### config.mk
export PLATFORM = sky130hd
export DESIGN_NAME = asm_host
export DESIGN_NICKNAME = d
export VERILOG_FILES = /design/src/common/asm_pkg.sv /design/src/hw/asm_host.sv /design/src/hw/asm_cycle_timer.sv
export VERILOG_INCLUDE_DIRS = /design/src /design/src/common
export SDC_FILE = /design/constraint.sdc
export NUM_CORES = 1
export LEC_CHECK = 0
export BUFFER_PORTS_ARGS = -buffer_cell sky130_fd_sc_hd__buf_2
export CAP_MARGIN = 20
export CORE_AREA = 3 3 82 84
export CTS_BUF_LIST = sky130_fd_sc_hd__clkbuf_8
export CTS_CLUSTER_DIAMETER = 80
export DETAILED_ROUTE_END_ITERATION = 7
export DIE_AREA = 0 0 85 87
export PLACE_DENSITY = 0.89
export RECOVER_POWER = 100
export SYNTH_ARGS = -nofsm -noshare
export SYNTH_HDL_FRONTEND = slang
export SYNTH_HIERARCHICAL = 1
export SYNTH_SLANG_ARGS = --single-unit
### constraint.sdc
create_clock -name i_clock -period 5.2 [get_ports i_clock]
set_input_delay 1.04 -clock i_clock [delete_from_list [all_inputs] [get_ports i_clock]]
set_output_delay 1.04 -clock i_clock [all_outputs]
set_load 0.02 [all_outputs]
### src/common/asm_map.svh
`ifndef ASM_MAP_SVH
`define ASM_MAP_SVH
// bus-side geometry of the memory
`define ASM_ADDR_W 17
`define ASM_DATA_W 16
`define ASM_COL_W 2
`define ASM_ROW_LSB 2
// 33 MHz page rate: one bus clock is about 30 ns
`define ASM_BUS_CLK_NS 30
`define ASM_CLK_NS 5
// least cycles per bus clock, rounded up
`define ASM_BUS_CYC ((`ASM_BUS_CLK_NS + `ASM_CLK_NS - 1) / `ASM_CLK_NS)
// extra bus clocks: first-word latency and precharge at 33 MHz
`define ASM_LAT_CLKS 1
`define ASM_PC_CLKS 2
`define ASM_PC_CYC (`ASM_PC_CLKS * `ASM_BUS_CYC)
`define ASM_LAT_CYC (`ASM_LAT_CLKS * `ASM_BUS_CYC)
`endif

### src/common/asm_pkg.sv
package asm_pkg;
  typedef struct packed {
    logic write;
    logic [1:0] byte_en;
    logic [16:0] addr;
    logic [15:0] wdata;
  } asm_req_s;
  typedef struct packed {
    logic chip_en_n;
    logic write_n;
    logic output_en_n;
    logic upper_byte_select_n;
    logic lower_byte_select_n;
  } asm_ctl_s;
  typedef enum logic [4:0] {
    ST_OFF = 5'h01,
    ST_OPEN = 5'h02,
    ST_ACC = 5'h04,
    ST_HOLD = 5'h08,
    ST_PRE = 5'h10
  } asm_state_e;
endpackage

### src/hw/asm_host.sv
`timescale 1ns/1ps
`include "asm_map.svh"
module asm_host import asm_pkg::*; #(
  parameter int unsigned ADDR_W = `ASM_ADDR_W,
  parameter int unsigned DATA_W = `ASM_DATA_W,
  parameter int unsigned BUS_CYC = `ASM_BUS_CYC,
  parameter int unsigned LAT_CYC = `ASM_LAT_CYC,
  parameter int unsigned PC_CYC = `ASM_PC_CYC,
  parameter bit BYTE_MODE = 1'b0
) (
  // clock and reset
  input wire logic i_clock,
  input wire logic i_rst_n,
  // power state: low while supply ramps
  input wire logic i_power_good,
  // user request
  input wire logic i_req_valid,
  input wire asm_req_s i_req,
  output logic o_req_ready,
  output logic o_rdata_valid,
  output logic [DATA_W-1:0] o_rdata,
  output logic o_row_open,
  // memory pins
  output asm_ctl_s o_mem_ctl,
  output logic [ADDR_W-1:0] o_mem_addr,
  output logic [DATA_W-1:0] o_mem_dq_out,
  output logic o_mem_dq_oe,
  input wire logic [DATA_W-1:0] i_mem_dq_in
);
  localparam int unsigned TW = 8;
  localparam logic [TW-1:0] ACC_LD = TW'(BUS_CYC - 1);
  localparam logic [TW-1:0] FIRST_LD = TW'(BUS_CYC + LAT_CYC - 1);
  localparam logic [TW-1:0] PC_LD = TW'(PC_CYC - 1);
  localparam asm_ctl_s CTL_IDLE = '{1'b1, 1'b1, 1'b1, 1'b1, 1'b1};

  asm_state_e state_ff, nxt_state;
  asm_ctl_s ctl_ff, nxt_ctl;
  asm_req_s cur_ff, nxt_cur;
  logic [ADDR_W-1:0] addr_ff, nxt_addr;
  logic [DATA_W-1:0] dq_ff, nxt_dq, rdata_ff, nxt_rdata;
  logic oe_ff, nxt_oe, rvalid_ff, nxt_rvalid, ready_ff, nxt_ready;
  logic open_ff, nxt_open;
  logic tmr_load, tmr_done;
  logic [TW-1:0] tmr_value;
  logic same_row;
  logic [1:0] sel_n;

  asm_cycle_timer #(.WIDTH(TW)) u_timer (
    .i_clock(i_clock),
    .i_rst_n(i_rst_n),
    .i_load(tmr_load),
    .i_value(tmr_value),
    .o_done(tmr_done)
  );

  // pages only stay open while the row bits match
  assign same_row = (i_req.addr[ADDR_W-1:`ASM_ROW_LSB] ==
                     addr_ff[ADDR_W-1:`ASM_ROW_LSB]);

  // in byte mode the lane bit picks one select, lanes are tied outside
  always_comb begin
    if (BYTE_MODE) begin
      sel_n = i_req.byte_en[0] ? 2'h2 : 2'h1;
    end else begin
      sel_n = ~i_req.byte_en;
    end
  end

  always_comb begin
    nxt_state = state_ff;
    nxt_ctl = ctl_ff;
    nxt_cur = cur_ff;
    nxt_addr = addr_ff;
    nxt_dq = dq_ff;
    nxt_rdata = rdata_ff;
    nxt_oe = oe_ff;
    nxt_rvalid = 1'b0;
    nxt_ready = 1'b0;
    tmr_load = 1'b0;
    tmr_value = ACC_LD;
    if (!i_power_good) begin
      // strobes parked high and bus released while supply moves
      nxt_state = ST_OFF;
      nxt_ctl = CTL_IDLE;
      nxt_oe = 1'b0;
    end else begin
      case (state_ff)
        ST_OFF: begin
          nxt_state = ST_OPEN;
          nxt_ready = 1'b1;
        end
        ST_OPEN: begin
          nxt_ready = 1'b1;
          if (i_req_valid && ready_ff) begin
            nxt_ready = 1'b0;
            if (!ctl_ff.chip_en_n && !same_row) begin
              // close the row ourselves so each row opens once
              nxt_state = ST_PRE;
              nxt_ctl = CTL_IDLE;
              nxt_oe = 1'b0;
              tmr_load = 1'b1;
              tmr_value = PC_LD;
            end else begin
              nxt_state = ST_ACC;
              nxt_cur = i_req;
              nxt_addr = i_req.addr;
              nxt_ctl.chip_en_n = 1'b0;
              nxt_ctl.write_n = ~i_req.write;
              nxt_ctl.output_en_n = i_req.write;
              nxt_ctl.upper_byte_select_n = sel_n[1];
              nxt_ctl.lower_byte_select_n = sel_n[0];
              nxt_dq = i_req.wdata;
              nxt_oe = i_req.write;
              tmr_load = 1'b1;
              // opening a row costs an extra latency slot
              tmr_value = ctl_ff.chip_en_n ? FIRST_LD : ACC_LD;
            end
          end
        end
        ST_ACC: begin
          if (tmr_done) begin
            nxt_state = ST_HOLD;
            nxt_ctl.write_n = 1'b1;
            if (!cur_ff.write) begin
              nxt_rdata = i_mem_dq_in;
              nxt_rvalid = 1'b1;
            end
          end
        end
        ST_HOLD: begin
          // write data held one cycle past the strobe rise
          nxt_state = ST_OPEN;
          nxt_oe = 1'b0;
          nxt_ctl.output_en_n = 1'b1;
          nxt_ready = 1'b1;
        end
        ST_PRE: begin
          if (tmr_done) begin
            nxt_state = ST_OPEN;
            nxt_ready = 1'b1;
          end
        end
        default: begin
          nxt_state = ST_OFF;
          nxt_ctl = CTL_IDLE;
          nxt_oe = 1'b0;
        end
      endcase
    end
    // registered copy so the row flag comes straight from a flop
    nxt_open = ~nxt_ctl.chip_en_n;
  end

  always_ff @(posedge i_clock or negedge i_rst_n) begin
    if (!i_rst_n) begin
      state_ff <= ST_OFF;
      ctl_ff <= CTL_IDLE;
      cur_ff <= '0;
      addr_ff <= '0;
      dq_ff <= '0;
      rdata_ff <= '0;
      oe_ff <= 1'b0;
      rvalid_ff <= 1'b0;
      ready_ff <= 1'b0;
      open_ff <= 1'b0;
    end else begin
      state_ff <= nxt_state;
      ctl_ff <= nxt_ctl;
      cur_ff <= nxt_cur;
      addr_ff <= nxt_addr;
      dq_ff <= nxt_dq;
      rdata_ff <= nxt_rdata;
      oe_ff <= nxt_oe;
      rvalid_ff <= nxt_rvalid;
      ready_ff <= nxt_ready;
      open_ff <= nxt_open;
    end
  end

  assign o_mem_ctl = ctl_ff;
  assign o_mem_addr = addr_ff;
  assign o_mem_dq_out = dq_ff;
  assign o_mem_dq_oe = oe_ff;
  assign o_req_ready = ready_ff;
  assign o_rdata_valid = rvalid_ff;
  assign o_rdata = rdata_ff;
  assign o_row_open = open_ff;

  // helper: cycles the write strobe has been low
  logic [TW-1:0] wlow_ff, nxt_wlow;
  always_comb begin
    nxt_wlow = ctl_ff.write_n ? '0 : wlow_ff + TW'(1);
  end
  always_ff @(posedge i_clock or negedge i_rst_n) begin
    if (!i_rst_n) begin
      wlow_ff <= '0;
    end else begin
      wlow_ff <= nxt_wlow;
    end
  end

  power_we_high_a: assert property (@(posedge i_clock) disable iff (!i_rst_n)
    !i_power_good |=> ctl_ff.write_n && ctl_ff.chip_en_n)
    else $error("write strobe low during power change");
  row_change_pre_a: assert property (@(posedge i_clock) disable iff (!i_rst_n)
    (state_ff == ST_OPEN) && i_req_valid && ready_ff && i_power_good && !same_row
      && !ctl_ff.chip_en_n |=> (state_ff == ST_PRE) && ctl_ff.chip_en_n)
    else $error("row change without precharge");
  precharge_len_a: assert property (@(posedge i_clock) disable iff (!i_rst_n)
    $rose(ctl_ff.chip_en_n) && i_power_good |-> ctl_ff.chip_en_n [*2])
    else $error("precharge too short");
  row_stable_a: assert property (@(posedge i_clock) disable iff (!i_rst_n)
    !ctl_ff.chip_en_n && !$past(ctl_ff.chip_en_n) |->
      o_mem_addr[ADDR_W-1:2] == $past(o_mem_addr[ADDR_W-1:2]))
    else $error("row changed while open");
  oe_not_read_a: assert property (@(posedge i_clock) disable iff (!i_rst_n)
    o_mem_dq_oe |-> ctl_ff.output_en_n)
    else $error("bus fight on data lanes");
  strobe_bounded_a: assert property (@(posedge i_clock) disable iff (!i_rst_n)
    wlow_ff <= TW'(BUS_CYC + LAT_CYC))
    else $error("write strobe held too long");
  byte_sel_one_a: assert property (@(posedge i_clock) disable iff (!i_rst_n)
    BYTE_MODE && !ctl_ff.chip_en_n |->
      ctl_ff.upper_byte_select_n != ctl_ff.lower_byte_select_n)
    else $error("byte mode selects both lanes");
  read_answer_a: assert property (@(posedge i_clock) disable iff (!i_rst_n)
    (state_ff == ST_ACC) && !cur_ff.write && tmr_done && i_power_good |=> o_rdata_valid)
    else $error("read data not returned");
endmodule

### src/hw/asm_cycle_timer.sv
`timescale 1ns/1ps
// loadable down-counter; o_done high while the count is zero
module asm_cycle_timer #(
  parameter int unsigned WIDTH = 8
) (
  // clock and reset
  input wire logic i_clock,
  input wire logic i_rst_n,
  // control
  input wire logic i_load,
  input wire logic [WIDTH-1:0] i_value,
  // status
  output logic o_done
);
  logic [WIDTH-1:0] count_ff;
  logic [WIDTH-1:0] nxt_count;
  always_comb begin
    nxt_count = count_ff;
    if (i_load) begin
      nxt_count = i_value;
    end else if (count_ff != '0) begin
      nxt_count = count_ff - WIDTH'(1);
    end
  end
  always_ff @(posedge i_clock or negedge i_rst_n) begin
    if (!i_rst_n) begin
      count_ff <= '0;
    end else begin
      count_ff <= nxt_count;
    end
  end
  assign o_done = (count_ff == '0);
endmodule

## After elaboration in Yosys (flattened, before gate mapping)

Cells that the tools add are included.

- Register bits after elaboration: 72
- Input port bits: 56
- Word-level logic and storage cells: 86

- Add/subtract/negate cells: 1
- Eq/ne operators: 12
- Multiplexer cells: 36
- Bitwise operators: 5
- Reductions and logical operators: 17

Operators with widths:

| operator | number |
|---|---|
| $mux W5 | 8 |
| $mux W4 | 5 |
| $pmux W5 S4 | 1 |
| $mux W8 | 2 |
| $eq A15 B15 Y1 | 1 |
| $mux W1 | 14 |
| $ne A3 B3 Y1 const B | 3 |
| $logic_not A8 Y1 | 1 |
| $reduce_and A4 Y1 | 2 |
| $reduce_bool A8 Y1 | 1 |
| $sub A8 B1 Y8 const B | 1 |
| $ne A2 B2 Y1 const B | 3 |
| $pmux W1 S2 | 3 |
| $pmux W1 S3 | 2 |
| $reduce_and A3 Y1 | 2 |
| $reduce_or A3 Y1 | 2 |
| $eq A5 B1 Y1 const B | 1 |
| $eq A5 B2 Y1 const B | 1 |
| $eq A5 B3 Y1 const B | 1 |
| $eq A5 B4 Y1 const B | 1 |
| $eq A5 B5 Y1 const B | 1 |
| $not A1 Y1 | 4 |
| $pmux W2 S2 | 1 |
| $reduce_and A2 Y1 | 2 |
| other kinds (6) | 8 |

## Logic depth before layout (Yosys ltp)

- Depth in word-level cells: 8
- Gate-level depth with buffers: 10
- Gate-level depth less buffers: 9

## Cells and area by module

The synthesis kept the hierarchy.

Modules (own cells, without submodules):

| module | instances | cells each | area an instance (µm²) | seq. area each (µm²) |
|---|---|---|---|---|
| asm_host | 1 | 222 | 2,885.3 | 1,609.0 |
| asm_cycle_timer | 1 | 54 | 476.7 | 200.2 |

## Worst setup path before layout

OpenSTA, ideal clock, no wires.

- Path type: in2reg
- Start: input port i_req[28] (netlist name)
- End: register dq_ff[10], in the netlist o_mem_dq_out[10]
- Library setup time: 0.125 ns
- Arrival: 2.643 ns
- Setup slack: 2.432 ns
- Cell stages on the path: 6
- Buffers on the path: 1
- Path through: xor2_1 > nor4_2 > a41oi_4 > nor3_4 > buf_6 > mux2_2

- Word-level cells in the longest chain between the ends: 5

RTL lines:

| element | RTL line | text |
|---|---|---|
| start, declared | asm_host.sv:18 | `input wire asm_req_s i_req,` |
| $eq A15 B15 Y1 | asm_host.sv:57 | `` assign same_row = (i_req.addr[ADDR_W-1:`ASM_ROW_LSB] == `` |
| $logic_not A1 Y1 | asm_host.sv:96 | `if (!ctl_ff.chip_en_n && !same_row) begin` |
| $logic_and A1 B1 Y1 | asm_host.sv:96 |  |
| $not A1 Y1 (no line) | - |  |
| $reduce_and A4 Y1 (no line) | - |  |
| end signal, assigned | asm_host.sv:171 | `dq_ff <= nxt_dq;` |
| end, declared | asm_host.sv:40 | `logic [DATA_W-1:0] dq_ff, nxt_dq, rdata_ff, nxt_rdata;` |

No other way between the ends.
A chain may end at the register's enable or synchronous reset.

## Final worst setup path

- Start: register u_timer.count_ff[0]
- End: register rdata_ff[2], in the netlist o_rdata[2]

- Word-level cells in the longest chain between the ends: 2

RTL lines:

| element | RTL line | text |
|---|---|---|
| start, declared | asm_cycle_timer.sv:15 | `logic [WIDTH-1:0] count_ff;` |
| start signal, assigned | asm_cycle_timer.sv:29 | `count_ff <= nxt_count;` |
| $logic_not A8 Y1 | asm_cycle_timer.sv:32 | `assign o_done = (count_ff == '0);` |
| net tmr_done | asm_host.sv:43 | `logic tmr_load, tmr_done;` |
| $reduce_and A4 Y1 (no line) | - |  |
| end signal, assigned | asm_host.sv:172 | `rdata_ff <= nxt_rdata;` |
| end, declared | asm_host.sv:40 |  |

The timed path passes the listed nets, and every way through them passes these cells.

==> summary.log <==
INFO  run_status     status=complete, but fails checks
INFO  run_status     violated_checks=capacitance limit, slew limit
INFO  worst_setup_path critical_path.startpoint_type=flip-flop
INFO  grt            first_global_vias=2696
INFO  clock_network  htreeDepth=3
INFO  synth          ys_top_cells_by_area=sky130_fd_sc_hd__dfrtp_1 (49%), sky130_fd_sc_hd__mux2_2 (15%), sky130_fd_sc_hd__dfstp_2 (4.7%)
INFO  die            core_area=5990um2
INFO  job            max_cap_violations=1
INFO  synth          post_synth_num_cell_types=53
INFO  layout         area_delta_synth_final=20.1%
INFO  synth          ff_latch_count_synth=72
INFO  synth          ys_async_sr_fraction=100%
INFO  synth          post_synth_edffs=0
INFO  die            top_level_ports=114
INFO  place          numPortBuffers=113
INFO  synth          yosys_warnings=6
INFO  min_path       timing.hold.worst.class=flip-flop to flip-flop
INFO  layout         nets=451
INFO  grt            grt.total_usage=22.1%
INFO  timing         timing.max_slew.rel_slack=-22.4%
INFO  worst_setup_path cell_type_group_with_the_largest_total_delay_on_the_critical_path=simple AND/OR/NAND/NOR gates
INFO  drt            avgViaCountPerCell=5.53
INFO  grt            grt_first_pass_wirelength=12.9mm
INFO  clock_network  number_of_buffers_on_the_longest_clock_path=2
INFO  die            initial_utilization=56.1%
INFO  clock_network  cts_hold_buf=0
INFO  synth          synth_top_area_cell=sky130_fd_sc_hd__dfrtp_1
INFO  synth          syn_area=3360um2
INFO  drt            post-route-drc-count=0
INFO  power          power.leakage=1.88nW
INFO  synth          avgSynthCellArea=12.2um2
INFO  grt            grt.overflow.total=0
INFO  clock_network  postCtsSetupBuffers=0
INFO  clock_network  post_cts_resized=0
INFO  place          detailed_place_hpwl=5.66mm
INFO  worst_setup_path crit_buf_inv=3
INFO  timing         fmax=0.307GHz
INFO  timing         finalWorstPathRequiredPeriod=3.26ns
INFO  synth          synth_ff_type=sky130_fd_sc_hd__dfrtp_1
INFO  drt            route.detailed.wl_per_inst=15.8um
INFO  layout         antenna_cells=0
INFO  power          ir_worst_vdd=0.000258V
INFO  die            chipWidth=85um
INFO  synth          post_synthesis_cell_count=276
INFO  clock_network  tritoncts.num_buffers=9
INFO  worst_setup_path slowest_stage=sky130_fd_sc_hd__clkbuf_1
INFO  drt            initial_drc_count=128
INFO  layout         finalNonFillerCells=474
INFO  worst_setup_path path_common_cell=sky130_fd_sc_hd__inv_1
INFO  die            die_height=87um
INFO  die            die_area=7400um2
INFO  timing         timing.final.max_slew_violations=36
INFO  worst_setup_path worst_ep_arrival_time=3.48ns
INFO  power          power.density_cell_area=384nW/um2
INFO  timing         finClkSkew=0.00965ns
INFO  power          total_power=0.00155W
INFO  clock_network  cts.root.buffer_cell=sky130_fd_sc_hd__clkbuf_8
INFO  clock_network  cts_tree=done
INFO  worst_setup_path cp-end-kind=flip-flop
INFO  layout         fillcell_total=446
INFO  drt            detail-route-antenna-nets=0
INFO  timing         final-hold-violation-count=0
INFO  die            floorplan.rows=28
INFO  grt            antenna_found_initial=0
INFO  place          gp_congestion=0.883
INFO  timing         rsz0062_at_grt=false
INFO  worst_setup_path path_max_fanout=17
INFO  worst_setup_path timing.setup.critical_path_class=flip-flop to flip-flop
INFO  clock_network  clkLatencyLatePin=0.34ns
INFO  synth          synth_seq_area_share=53.8%
INFO  worst_setup_path chain_of_cells_forming_the_critical_path=inv_1 > ha_1 > or3b_1 > nor2_1 > inv_1 > nor3_1 > clkbuf_1 > mux2_2
INFO  clock_network  worst_setup_hold_path_clk_slew=0.08ns
INFO  timing         hold_ws=0.509ns
INFO  timing         setup_tns=0ns
INFO  timing         timing.final.crit_share=62.7%
INFO  grt            grt_start_max_net_pins=39
INFO  place          place.detailed.instances=458
INFO  drt            drt-total-wl=7.51mm
INFO  worst_setup_path worst_ep_required_time=5.42ns
INFO  synth          yosysTopAreaCellShare=49.1%
INFO  clock_network  clock-sinks=72
INFO  worst_setup_path critical-path-max-stage-delay=0.73ns
INFO  timing         timing.final.setup_violations=0
INFO  drt            detail_route.first_pass.iterations=5
INFO  drt            routed-via-count=2621
INFO  timing         tightest_slew=1.84ns
INFO  layout         layout-drive-gt1-share=30.3%
==> flip-flops by register name, summed over array words and instances, names as in the netlist <==
signal / cells
o_mem_ctl: 5
o_mem_dq_out: 16
o_rdata_valid: 1
o_row_open: 1
o_mem_dq_oe: 1
o_mem_addr: 17
u_timer/count_ff: 8
o_req_ready: 1
cur_ff: 1
o_rdata: 16
state_ff: 5
==> power breakdown <==
group	internal [W]	total, W	switching [W]
combinational	0.000171	0.000411	0.000241
clock	0.000174	0.000387	0.000213
sequential	0.000656	0.000752	0.0000954
==> final timing paths <==
| path | startpoint | endpoint | slack, ns | cells past startpoint |
|---|---|---|---|---|
| min in group asynchronous | i_rst_n | o_mem_dq_out[13]$_DFFE_PN0P_ | 1.19 | 1 |
| max | u_timer/count_ff[0]$_DFFE_PN0P_ | o_rdata[2]$_DFFE_PN0P_ | 1.94 | 8 |
| max reg2reg | u_timer/count_ff[0]$_DFFE_PN0P_ | o_rdata[2]$_DFFE_PN0P_ | 1.94 | 8 |
| max in group asynchronous | i_rst_n | o_mem_dq_out[3]$_DFFE_PN0P_ | 2.70 | 2 |
| min reg2reg | o_rdata[4]$_DFFE_PN0P_ | o_rdata[4]$_DFFE_PN0P_ | 0.51 | 1 |
| min | o_rdata[4]$_DFFE_PN0P_ | o_rdata[4]$_DFFE_PN0P_ | 0.51 | 1 |
==> placed cells by master, fill, tap and decap left out, drive strengths merged, types with 3 or more instances in the layout <==
cell,netlist,layout
nor3,9,9
dfrtp,66,66
nor3b,4,4
nand4,5,5
nor2,17,17
o21ai,9,9
a21oi,10,10
o31ai,3,3
nand3,5,5
buf,6,56
conb,2,5
or3,4,4
dfstp,6,6
o22ai,4,4
nor4,4,4
xnor2,12,12
mux2,49,49
nand2,7,7
xor2,7,7
clkbuf,5,69
inv,8,10
nor2b,3,3
a31oi,4,4
clkinv,0,3
==> per-stage QoR <==
stage	util (%)	area, um2	setup WS (ns)
after floorplan	-	3370	2.43
after global placement	66.4	3980	2.10
after detailed placement	66.4	3980	2.07
after CTS	69.3	4150	2.44
after global routing	67.4	4040	1.75
final	67.4	4040	1.94
==> Yosys cell counts (all sizes together), types with 5 or more instances <==
cell type / instances
dfrtp: 66
mux2: 49
nor2: 17
xnor2: 12
a21oi: 10
nor3: 9
o21ai: 9
inv: 8
nand2: 7
xor2: 7
buf: 6
dfstp: 6
clkbuf: 5
nand3: 5
nand4: 5
==> final cells by class <==
cell class	instances	area [um2]	area share (%)
inverter	8	30.0	0.744
timing repair buffer	116	510	12.6
clock buffer	9	124	3.07
multi-input combinational	187	1420	35.2
sequential	72	1810	44.8
clock inverter	7	48.8	1.21
tap	75	93.8	2.32
==> cells by family after synthesis <==
group / share of synthesized area [%]
flops: 53.8
simple gates: 11.4
mux: 16.4
compound gates: 9.68
buf+inv: 3.20
xor+xnor: 4.95
other cells: 0.223
fa+ha+maj: 0.372
==> metal layers <==
layer	track usage, %	share of wire (%)	vias to the layer above
li1	-	-	1235
met1	25.4	39	1250
met2	37.0	50	123
met3	7.57	9.4	13
met4	10.9	1.9	0
met5	0	0	-
Note: power is estimated with default switching activity, not from simulation.
